==> src/rtl/psr_pkg.sv <==
// shared constants for the production signature readout bank
// assumes one 20 MHz clock, byte-wide register port, byte-wide fuse array
package psr_pkg;

    localparam int ADDR_W      = 6;            // register and fuse address width
    localparam int DATA_W      = 8;            // byte-wide data
    localparam int ENTRY_COUNT = 14;           // bytes held by the bank
    localparam int IDX_W       = 4;            // index into the bank
    localparam int SERIAL_W    = 40;           // wafer + X + Y

    // bank offsets, in entry order
    localparam logic [ADDR_W-1:0] SIG_OFFS [0:ENTRY_COUNT-1] = '{
        6'h10, 6'h12, 6'h13, 6'h14, 6'h15, 6'h1A, 6'h1B,
        6'h1C, 6'h20, 6'h21, 6'h24, 6'h25, 6'h2E, 6'h2F
    };

    // bits that exist in each byte; the others read as zero
    localparam logic [DATA_W-1:0] SIG_MASK [0:ENTRY_COUNT-1] = '{
        8'h1F, 8'hFF, 8'hFF, 8'hFF, 8'hFF, 8'hFF, 8'hFF,
        8'hFF, 8'hFF, 8'hFF, 8'hFF, 8'hFF, 8'hFF, 8'h0F
    };

    // entry indexes used to build the serial identity
    localparam int IDX_WAFER = 0;
    localparam int IDX_X_LO  = 1;
    localparam int IDX_X_HI  = 2;
    localparam int IDX_Y_LO  = 3;
    localparam int IDX_Y_HI  = 4;
    localparam logic [IDX_W-1:0] IDX_LAST = 4'hD;

    // control and status registers beside the bank
    localparam logic [ADDR_W-1:0] OFF_CTRL   = 6'h3E;
    localparam logic [ADDR_W-1:0] OFF_STATUS = 6'h3F;
    localparam int CTRL_RELOAD  = 0;           // restart the fuse load
    localparam int CTRL_CLR_WR  = 1;           // clear write-ignored flag
    localparam int CTRL_CLR_MAP = 2;           // clear unmapped flag
    localparam int ST_DONE      = 0;
    localparam int ST_WR_IGN    = 1;
    localparam int ST_UNMAP     = 2;
    localparam int ST_BUSY      = 3;
    localparam logic [DATA_W-1:0] BYTE_ZERO = 8'h00;

    // timing of the fuse array read
    localparam int CLK_PERIOD_NS  = 50;
    localparam int FUSE_ACCESS_NS = 100;
    localparam int SYNC_STAGES    = 2;
    localparam int FUSE_WAIT_CYC  = (FUSE_ACCESS_NS + CLK_PERIOD_NS - 1) / CLK_PERIOD_NS;
    localparam int LOAD_WAIT_CYC  = FUSE_WAIT_CYC + SYNC_STAGES;
    localparam int WAIT_W         = 4;

    // load sequencer states
    typedef enum logic [2:0] {
        PSR_IDLE  = 3'b000,
        PSR_ADDR  = 3'b001,
        PSR_WAIT  = 3'b010,
        PSR_STORE = 3'b011,
        PSR_DONE  = 3'b100
    } psr_state_t;

endpackage

==> src/rtl/psr_sync.sv <==
// two-stage synchroniser, one per bit of a bus
// assumes the bus is held stable long enough for all bits to settle
`timescale 1ns/1ns
module psr_sync #(
    parameter int WIDTH = 8
) (
    input  wire logic             mclk,
    input  wire logic             sys_rst,
    input  wire logic [WIDTH-1:0] async_in,
    output logic      [WIDTH-1:0] sync_out
);

    // first stage is read only by the second stage
    genvar b;
    generate
        for (b = 0; b < WIDTH; b = b + 1) begin : g_bit
            logic meta;   // first stage, metastability catcher
            always_ff @(posedge mclk or posedge sys_rst) begin
                if (sys_rst) begin
                    meta        <= 1'b0;
                    sync_out[b] <= 1'b0;
                end else begin
                    meta        <= async_in[b];
                    sync_out[b] <= meta;
                end
            end
        end
    endgenerate

endmodule

==> src/rtl/psr_readout.sv <==
// production signature readout: a read-only byte bank loaded from fuses
// assumes a fuse array on pins that answers a held address within a
// fixed access time, and a one-cycle strobe register port on mclk
`timescale 1ns/1ns
module psr_readout
    import psr_pkg::*;
#(
    parameter int LOAD_WAIT = psr_pkg::LOAD_WAIT_CYC  // wait-state cycles; address to capture takes LOAD_WAIT + 2
) (
    input  wire logic                          mclk,
    input  wire logic                          sys_rst,
    input  wire logic [psr_pkg::ADDR_W-1:0]    reg_addr,
    input  wire logic [psr_pkg::DATA_W-1:0]    reg_wdata,
    input  wire logic                          reg_wr,
    input  wire logic                          reg_rd,
    output logic      [psr_pkg::DATA_W-1:0]    reg_rdata,
    output logic      [psr_pkg::ADDR_W-1:0]    fuse_addr,
    output logic                               fuse_rd,
    input  wire logic [psr_pkg::DATA_W-1:0]    fuse_data,
    output logic                               load_done,
    output logic      [psr_pkg::SERIAL_W-1:0]  serial_id
);

    import psr_pkg::*;

    // ---------------------------------------------------------------
    // declarations
    // ---------------------------------------------------------------
    psr_state_t              state;            // load sequencer state
    logic [IDX_W-1:0]        load_idx;         // entry being fetched
    logic [WAIT_W-1:0]       wait_cnt;         // settle counter
    logic                    load_req;         // pending load request
    logic [DATA_W-1:0]       fuse_sync;        // fuse data after two flops
    logic [DATA_W-1:0]       shadow [0:ENTRY_COUNT-1]; // captured bytes
    logic [ENTRY_COUNT-1:0]  bank_hit;         // address matches an entry
    logic                    any_hit;          // address inside the bank
    logic                    ctrl_hit;         // address is the control reg
    logic                    status_hit;       // address is the status reg
    logic [DATA_W-1:0]       bank_rd_value;    // selected bank byte
    logic [DATA_W-1:0]       status_value;     // assembled status byte
    logic                    wr_ignored;       // sticky: bank write dropped
    logic                    unmapped;         // sticky: access hit nothing
    logic                    ctrl_wr;          // write to control register
    logic                    reload_cmd;       // software asked for reload
    logic                    clr_wr_cmd;       // clear write-ignored flag
    logic                    clr_map_cmd;      // clear unmapped flag
    logic                    store_now;        // capture cycle for load_idx
    logic                    taking_req;       // sequencer accepts request
    logic                    bank_wr;          // write aimed at the bank
    logic                    stray_access;     // access at no location

    localparam logic [WAIT_W-1:0] WAIT_LAST = WAIT_W'(LOAD_WAIT - 1);

    // ---------------------------------------------------------------
    // fuse data comes from pins, so it crosses two flops first
    // ---------------------------------------------------------------
    psr_sync #(
        .WIDTH    (DATA_W)
    ) u_fuse_sync (
        .mclk     (mclk),
        .sys_rst  (sys_rst),
        .async_in (fuse_data),
        .sync_out (fuse_sync)
    );

    // ---------------------------------------------------------------
    // address decode, shared by read and write paths
    // ---------------------------------------------------------------

    // one comparator per bank entry
    genvar e;
    generate
        for (e = 0; e < ENTRY_COUNT; e = e + 1) begin : g_hit
            assign bank_hit[e] = (reg_addr == SIG_OFFS[e]);
        end
    endgenerate

    assign any_hit    = |bank_hit;
    assign ctrl_hit   = (reg_addr == OFF_CTRL);
    assign status_hit = (reg_addr == OFF_STATUS);

    // command decode from the control register write
    assign ctrl_wr     = reg_wr && ctrl_hit;
    assign reload_cmd  = ctrl_wr && reg_wdata[CTRL_RELOAD];
    assign clr_wr_cmd  = ctrl_wr && reg_wdata[CTRL_CLR_WR];
    assign clr_map_cmd = ctrl_wr && reg_wdata[CTRL_CLR_MAP];

    // bank writes are dropped but remembered in status
    assign bank_wr = reg_wr && any_hit;

    // any strobe that lands on no location at all
    assign stray_access = (reg_wr || reg_rd) && !any_hit
                          && !ctrl_hit && !status_hit;

    // sequencer handshake terms
    assign store_now  = (state == PSR_STORE);
    assign taking_req = load_req
                        && ((state == PSR_IDLE) || (state == PSR_DONE));

    // ---------------------------------------------------------------
    // load request: raised at reset so the bank fills by itself,
    // raised again by software through the control register
    // ---------------------------------------------------------------
    always_ff @(posedge mclk or posedge sys_rst) begin
        if (sys_rst) begin
            load_req <= 1'b1;                  // fill once after reset
        end else if (reload_cmd) begin
            load_req <= 1'b1;                  // request wins over take
        end else if (taking_req) begin
            load_req <= 1'b0;                  // consumed by sequencer
        end
    end

    // ---------------------------------------------------------------
    // load sequencer: walks every entry, holds the fuse address long
    // enough for access time plus the synchroniser, then captures
    // ---------------------------------------------------------------
    always_ff @(posedge mclk or posedge sys_rst) begin
        if (sys_rst) begin
            state    <= PSR_IDLE;
            load_idx <= '0;
            wait_cnt <= '0;
        end else begin
            case (state)
                PSR_IDLE: begin
                    // nothing loaded yet; wait for the first request
                    if (load_req) begin
                        load_idx <= '0;
                        state    <= PSR_ADDR;
                    end
                end
                PSR_ADDR: begin
                    // address is presented this cycle, start settling
                    wait_cnt <= '0;
                    state    <= PSR_WAIT;
                end
                PSR_WAIT: begin
                    // data is only trusted once it has crossed both flops
                    if (wait_cnt == WAIT_LAST) begin
                        state <= PSR_STORE;
                    end else begin
                        wait_cnt <= wait_cnt + 1'b1;
                    end
                end
                PSR_STORE: begin
                    // byte captured this cycle; move on or finish
                    if (load_idx == IDX_LAST) begin
                        state <= PSR_DONE;
                    end else begin
                        load_idx <= load_idx + 1'b1;
                        state    <= PSR_ADDR;
                    end
                end
                PSR_DONE: begin
                    // bank is valid; a reload walks it all again
                    if (load_req) begin
                        load_idx <= '0;
                        state    <= PSR_ADDR;
                    end
                end
                default: begin
                    // illegal code, recover to idle and wait for a load request
                    state    <= PSR_IDLE;
                    load_idx <= '0;
                    wait_cnt <= '0;
                end
            endcase
        end
    end

    // ---------------------------------------------------------------
    // fuse port: address and read enable straight from flops
    // ---------------------------------------------------------------
    always_ff @(posedge mclk or posedge sys_rst) begin
        if (sys_rst) begin
            fuse_addr <= '0;
            fuse_rd   <= 1'b0;
        end else if (taking_req) begin
            fuse_addr <= SIG_OFFS[0];          // first entry of the walk
            fuse_rd   <= 1'b1;
        end else if (store_now && load_idx != IDX_LAST) begin
            fuse_addr <= SIG_OFFS[load_idx + 1'b1];  // next entry
            fuse_rd   <= 1'b1;
        end else if (store_now) begin
            fuse_rd   <= 1'b0;                 // walk finished
        end
    end

    // ---------------------------------------------------------------
    // shadow bytes: one capture register per entry; the mask forces
    // the bits that do not exist to zero whatever the fuses hold,
    // and no software write path reaches these registers
    // ---------------------------------------------------------------
    generate
        for (e = 0; e < ENTRY_COUNT; e = e + 1) begin : g_shadow
            always_ff @(posedge mclk or posedge sys_rst) begin
                if (sys_rst) begin
                    shadow[e] <= BYTE_ZERO;
                end else if (store_now && load_idx == IDX_W'(e)) begin
                    shadow[e] <= fuse_sync & SIG_MASK[e];
                end
            end
        end
    endgenerate

    // ---------------------------------------------------------------
    // bank read mux; trim bytes are offered as-is, copying them into
    // the analog and clock blocks is left to software
    // ---------------------------------------------------------------
    always_comb begin
        bank_rd_value = BYTE_ZERO;
        for (int i = 0; i < ENTRY_COUNT; i++) begin
            if (bank_hit[i]) begin
                bank_rd_value = shadow[i];
            end
        end
    end

    // status byte assembled from live state and sticky flags
    always_comb begin
        status_value               = BYTE_ZERO;
        status_value[ST_DONE]      = load_done;
        status_value[ST_WR_IGN]    = wr_ignored;
        status_value[ST_UNMAP]     = unmapped;
        status_value[ST_BUSY]      = (state != PSR_IDLE) && (state != PSR_DONE);
    end

    // ---------------------------------------------------------------
    // read data: valid only in the cycle after the read strobe,
    // zero at every other time so a stale byte never lingers
    // ---------------------------------------------------------------
    always_ff @(posedge mclk or posedge sys_rst) begin
        if (sys_rst) begin
            reg_rdata <= BYTE_ZERO;
        end else if (reg_rd && any_hit) begin
            reg_rdata <= bank_rd_value;
        end else if (reg_rd && status_hit) begin
            reg_rdata <= status_value;
        end else begin
            reg_rdata <= BYTE_ZERO;            // control, unmapped or idle
        end
    end

    // ---------------------------------------------------------------
    // sticky flags: a new event in the clearing cycle survives
    // ---------------------------------------------------------------
    always_ff @(posedge mclk or posedge sys_rst) begin
        if (sys_rst) begin
            wr_ignored <= 1'b0;
        end else if (bank_wr) begin
            wr_ignored <= 1'b1;
        end else if (clr_wr_cmd) begin
            wr_ignored <= 1'b0;
        end
    end

    always_ff @(posedge mclk or posedge sys_rst) begin
        if (sys_rst) begin
            unmapped <= 1'b0;
        end else if (stray_access) begin
            unmapped <= 1'b1;
        end else if (clr_map_cmd) begin
            unmapped <= 1'b0;
        end
    end

    // ---------------------------------------------------------------
    // load complete: high from the last capture until a reload starts
    // ---------------------------------------------------------------
    always_ff @(posedge mclk or posedge sys_rst) begin
        if (sys_rst) begin
            load_done <= 1'b0;
        end else if (taking_req) begin
            load_done <= 1'b0;                 // bank is being refreshed
        end else if (store_now && load_idx == IDX_LAST) begin
            load_done <= 1'b1;
        end
    end

    // ---------------------------------------------------------------
    // die identity word for system use: wafer, then X, then Y; the
    // lot number lives outside this bank and is joined by software
    // ---------------------------------------------------------------
    always_ff @(posedge mclk or posedge sys_rst) begin
        if (sys_rst) begin
            serial_id <= '0;
        end else begin
            serial_id <= {shadow[IDX_WAFER],
                          shadow[IDX_X_HI], shadow[IDX_X_LO],
                          shadow[IDX_Y_HI], shadow[IDX_Y_LO]};
        end
    end

endmodule

==> config.mk <==
export PLATFORM = sky130hd
export DESIGN_NAME = psr_readout
export DESIGN_NICKNAME = d
export VERILOG_FILES = /design/src/rtl/psr_pkg.sv /design/src/rtl/psr_sync.sv /design/src/rtl/psr_readout.sv
export SDC_FILE = /design/constraint.sdc
export NUM_CORES = 1
export LEC_CHECK = 0
export BUFFER_PORTS_ARGS = -buffer_cell sky130_fd_sc_hd__clkbuf_2
export CAP_MARGIN = 20
export CORE_UTILIZATION = 35
export CTS_CLUSTER_SIZE = 20
export DETAILED_ROUTE_END_ITERATION = 8
export PLACE_DENSITY = 0.58
export SLEW_MARGIN = 20
export SYNTH_ARGS = -nofsm -noshare
export SYNTH_HDL_FRONTEND = slang
export SYNTH_SLANG_ARGS = --single-unit
==> constraint.sdc <==
create_clock -name mclk -period 6.38 [get_ports mclk]
set_input_delay 0.638 -clock mclk [delete_from_list [all_inputs] [get_ports mclk]]
set_output_delay 0.638 -clock mclk [all_outputs]
set_load 0.03 [all_outputs]
Word level (Yosys, flattened, before mapping)
Memories as Yosys holds them, arrays and structs flattened.
Index checks and enable logic that the tools add are counted.
{"block": "totals", "ff_bits": 188, "latchBits": 0, "ram_bits": 0, "mem_bits_ro": 96, "input_bits": 26, "mem_count": 1}
{"block": "classes", "addsub": 2, "n_mul": 0, "n_div": 0, "order_cmp": 1, "eq_ne": 40, "n_shift": 0, "n_mux": 40, "n_bitwise": 3, "n_reduce_logical": 48}
{"memory": "(name not given)", "depth": 16, "word_bits": 6, "rd": 1, "rd_ports_with_merged_regs": 0, "write_ports": 0, "line": "psr_readout.sv:182", "source": "fuse_addr <= SIG_OFFS[load_idx + 1'b1];"}
{"op": "$mux 8", "count": 14}
{"op": "$eq 6x5->1 const B", "count": 8}
{"op": "$eq 6x6->1 const B", "count": 8}
{"op": "$logic_and 1x1->1", "count": 27}
{"op": "$eq 4x4->1 const B", "count": 6}
{"op": "$mux 6", "count": 4}
{"op": "$eq 4x3->1 const B", "count": 4}
{"op": "$mux 4", "count": 4}
{"op": "$reduce_or 14->1", "count": 1}
{"op": "$eq 4x2->1 const B", "count": 3}
{"op": "$pmux 3 s4", "count": 1}
{"op": "$pmux 4 s3", "count": 1}
{"op": "$mux 1", "count": 11}
{"op": "$reduce_bool 2->1", "count": 5}
{"op": "$mux 3", "count": 3}
{"op": "$add 4x1->4 const B", "count": 2}
{"op": "$pmux 4 s2", "count": 1}
{"op": "$eq 3x2->1 const B", "count": 2}
{"op": "$ne 2x2->1 const B", "count": 3}
{"op": "$reduce_bool 3->1", "count": 2}
{"op": "$ge 5x5->1 const B", "count": 1}
{"op": "$mux 5", "count": 1}
{"op": "$not 4->5", "count": 1}
{"op": "$eq 4x1->1 const B", "count": 1}
{"op": "14 further kinds", "count": 20}

Logic depth before layout (Yosys ltp)
{"block": "logic_depth", "depth_word": 16, "depth_mapped": 9, "ltp_nobuf": 7}

By module
From an unflattened synthesis, not the netlist that was laid out.
{"block": "unflattened", "hier_cells": 628, "hier_area_um2": 7992.7}
{"mod": "psr_readout", "n_inst": 1, "cells_per_inst": 611, "area_per_inst_um2": 7588.5}
{"mod": "psr_sync", "n_inst": 1, "cells_per_inst": 17, "area_per_inst_um2": 404.1}

Least setup slack after synthesis
OpenSTA, ideal clock, no wires.
{"block": "synth_path", "path_kind": "in2reg", "start": "input port reg_addr[3] in the netlist's numbering", "end": "register reg_rdata[6] in the netlist's numbering", "setup_time_ps": 123, "arrival_ps": 1868, "setup_slack_ps": 4389, "cell_stages": 7, "path_buffers": 1, "cell_sequence": "buf_2 > or3b_1 > nor3_2 > o21ai_0 > o21ai_0 > o22ai_1 > o221a_2"}
{"block": "synth_via", "elab_chain_cells": 15, "word_cells_on_any_way": 30, "classes_between": "eq/ne: 14; mux: 14; reduce/logical: 2"}
{"element": "start, declared", "line": "psr_readout.sv:12", "source": "input wire logic [psr_pkg::ADDR_W-1:0] reg_addr,"}
{"element": "$eq 6x5->1", "line": "psr_readout.sv:74", "source": "assign bank_hit[e] = (reg_addr == SIG_OFFS[e]);"}
{"element": "$mux 8 (13 in series)", "line": "psr_readout.sv:213", "source": "if (bank_hit[i]) begin"}
{"element": "$mux 8 *", "line": "psr_readout.sv:235", "source": "end else if (reg_rd && any_hit) begin"}
{"element": "end signal, assigned", "line": "psr_readout.sv:236", "source": "reg_rdata <= bank_rd_value;"}
{"element": "end signal, assigned", "line": "psr_readout.sv:238", "source": "reg_rdata <= status_value;"}
{"element": "end, declared", "line": "psr_readout.sv:16", "source": "output logic [psr_pkg::DATA_W-1:0] reg_rdata,"}
Every way passes the cells marked *; elsewhere a longest branch is shown, timed or not.
A chain may end at the register's enable or synchronous reset.

Worst setup path after layout
{"block": "layout_path", "start": "input port reg_addr[0] in the netlist's numbering", "end": "register reg_rdata[4] in the netlist's numbering"}
{"block": "layout_via", "elab_chain_cells": 16, "word_cells_on_any_way": 31, "classes_between": "eq/ne: 14; mux: 15; reduce/logical: 2"}
{"element": "$eq 6x5->1", "line": "psr_readout.sv:74"}
{"element": "$mux 5", "line": "psr_readout.sv:213"}
{"element": "$mux 8 (13 in series)", "line": "psr_readout.sv:213"}
{"element": "$mux 8 *", "line": "psr_readout.sv:235"}
Marked as above.

==> impl_metrics.ini <==
[route]
ant_nets = 0
drt_first_pass_iters = 5
detail_route.wl_per_cell_um = 19.2
via_count = 5225
drc = 0
vias_per_cell = 5.32
drt_iter0_drc = 344
wl_mm = 18.9

[flow_run]
max-cap-violations = 0

[power_and_ir_drop]
power_density_mw_per_mm2 = 275
total_power_w = 0.00254
max-vdd-ir-drop_mv = 0.170
leakagePower_nw = 4.14

[sta]
rsz0062_at_grt = no
worst_slew_pin_slew_ps = 898
max_freq_mhz = 373
setup-tns-final_ps = 0
hold_viol_final = 0
setup_viol = 0
finalWorstPathRequiredPeriod_ps = 2680
final_max_slew_viol_count = 0
fin_skew_ps = 6.80
finalCritPeriodShare_pct = 42.0
slew_headroom_pct = 40.1

[floorplan]
rows = 54
dieArea_mm2 = 0.0234
io_pins = 82
dieWidth_um = 153
die_y_um = 153
core_region_area_mm2 = 0.0221
start_util_pct = 36.2

[clock_tree]
clock_path_buffers = 2
clock_sinks = 188
cts_hold_buf = 0
post-cts-setup-buffers = 0
cts_tree = built
ctsResizeCount = 0
cts-htree-levels = 4
clk_latency_ps = 430
cts_root_buf = clkbuf_16
numCtsBuffers = 17
clk_pin_slew_ps = 70

[synth]
ys_types = 69
seq_area_frac_synth_pct = 58.9
synth-main-ff-cell = dfrtp_1
ys_ff_latch = 188
synth_cells = 627
yosys_warnings = 0
syn_area_per_cell_um2 = 12.7
synth_edf_count = 0
async_flop_share_pct = 100
synthesis.area_mm2 = 0.00799

[cells_and_area]
final_cell_mix = dfrtp_1, mux2_2, clkbuf_2
final_nets = 723
layout_commonest_cell = dfrtp_1
area_growth_pct = 15.3
drive_gt1_share_pct = 34.2

[setup_path]
required_ps = 6720
path_class = input pin to register
crit_fanout = 23
cp.arrival_ps = 3020
cp-end-kind = register
crit_start = reg_addr[0]
endpoint = reg_rdata[4]
rrSetupSlack_ps = 4120
rr_worst_depth = 5
timing.rr.start = state[1]
r2r_end = shadow[85]
cp-start-kind = input pin

[place]
dp.final_hpwl_mm = 13.2
finalWeightedCongestion = 0.824
numPortBuffers = 73

[hold_path]
hold_path_class = input pin to register

[global_routing]
grt_usage_pct = 16.9
grt_remaining_overflow = 0
grt_pass1_wl_mm = 30.4
antenna_found_initial = 0
grt_pass1_vias = 5546
grt_max_degree = 132

[status]
status = finished, final reports clean
sequential cells by signal (all words and copies together) (netlist names), 3 cells and up:
signal	flops
shadow	105
serial_id	37
reg_rdata	8
u_fuse_sync.g_bit.meta	8
u_fuse_sync.sync_out	8
fuse_addr	6
load_idx	4
wait_cnt	4
state	3
stage by stage:
stage | hold slack [ps] | cell area, µm² | worst slack [ps] | utilization [%] | cells
floorplan | 331 | 8000 | 630 | - | 629
global placement | 338 | 8570 | 3270 | 38.8 | 951
detailed placement | 335 | 8570 | 3240 | 38.8 | 951
CTS | 297 | 9210 | 3690 | 41.7 | 981
global route | 291 | 9210 | 3550 | 41.7 | 981
finish | 312 | 9210 | 3700 | 41.7 | 982
cell families (layout without fill, tap and decap cells):
group	after synthesis	after routing	share of synthesized area (%)
and+or+nand+nor	137	137	9.44
muxes	128	128	17.9
buffers and inverters	47	119	2.66
DFF	188	188	58.9
adders and majority gates	8	8	1.24
other	1	4	0.0469
xor gates and xnor gates	3	3	0.329
AOI/OAI and AO/OA	115	115	9.51
worst min-delay path by stage:
stage / startpoint / to / depth (start not counted)
6_report: fuse_data[4] / u_fuse_sync.g_bit[4].meta / 1
5_1_grt: fuse_data[4] / u_fuse_sync.g_bit[4].meta / 1
4_1_cts: fuse_data[4] / u_fuse_sync.g_bit[4].meta / 1
3_5_place_dp: u_fuse_sync.g_bit[2].meta / u_fuse_sync.sync_out[2] / 0
3_3_place_gp: u_fuse_sync.g_bit[0].meta / u_fuse_sync.sync_out[0] / 0
2_1_floorplan: u_fuse_sync.g_bit[0].meta / u_fuse_sync.sync_out[0] / 0
synthesized netlist by cell type, types with 3 or more instances:
| cell type | number | share of area [%] |
|---|---|---|
| a21oi_1 | 24 | 1.5 |
| buf_4 | 5 | 0.47 |
| and3_1 | 6 | 0.47 |
| a22o_1 | 6 | 0.66 |
| nand2b_1 | 5 | 0.39 |
| a211oi_1 | 4 | 0.38 |
| inv_1 | 13 | 0.61 |
| buf_2 | 14 | 0.88 |
| nor3b_1 | 5 | 0.47 |
| nor2b_1 | 4 | 0.31 |
| nand3_1 | 12 | 0.75 |
| mux2_2 | 105 | 15 |
| o22ai_1 | 5 | 0.39 |
| mux2i_1 | 20 | 2.5 |
| nand2_1 | 48 | 2.3 |
| nor2_1 | 19 | 0.89 |
| dfrtp_1 | 187 | 59 |
| a31oi_1 | 6 | 0.47 |
| ha_1 | 7 | 1.1 |
| o21ai_0 | 32 | 2.0 |
| o211ai_1 | 4 | 0.38 |
| a221oi_1 | 3 | 0.33 |
| a22oi_1 | 7 | 0.66 |
| nand2_2 | 9 | 0.70 |
| nor3_1 | 7 | 0.44 |
| clkbuf_1 | 14 | 0.66 |
report_power, final:
group / switching (W) / total [W] / internal, W / leakage [nW]
logic: 0.000100 / 0.000145 / 0.0000451 / 1.52
registers: 0.0000296 / 0.00126 / 0.00123 / 2.32
clock network: 0.000444 / 0.00113 / 0.000686 / 0.302
per-layer routing:
| layer | vias up | global-route usage [%] | wire length (µm) |
|---|---|---|---|
| li1 | 2380 | - | - |
| met1 | 2696 | 21.6 | 8390 |
| met4 | 0 | 4.86 | 218 |
| met5 | - | 0 | 0 |
| met2 | 131 | 28.5 | 9490 |
| met3 | 18 | 3.91 | 794 |
worst max-delay path, stage by stage:
cell and delay (ps):
clkbuf_2 280, buf_4 350, or2_2 390, nor4_2 650
a22o_1 270, o41ai_1 80, o311a_1 140, o21ai_2 190
layout make-up:
cell class                 count  area [µm²]
timing repair buffer          75         380
clock inverter                 9         161
fill                        2048       12900
inverter                      14        60.1
clock buffer                  21         470
multi-input combinational    394        3080
tap                          280         350
antenna                        1        2.50
sequential                   188        4710
Power figures use the tool's default switching activity.
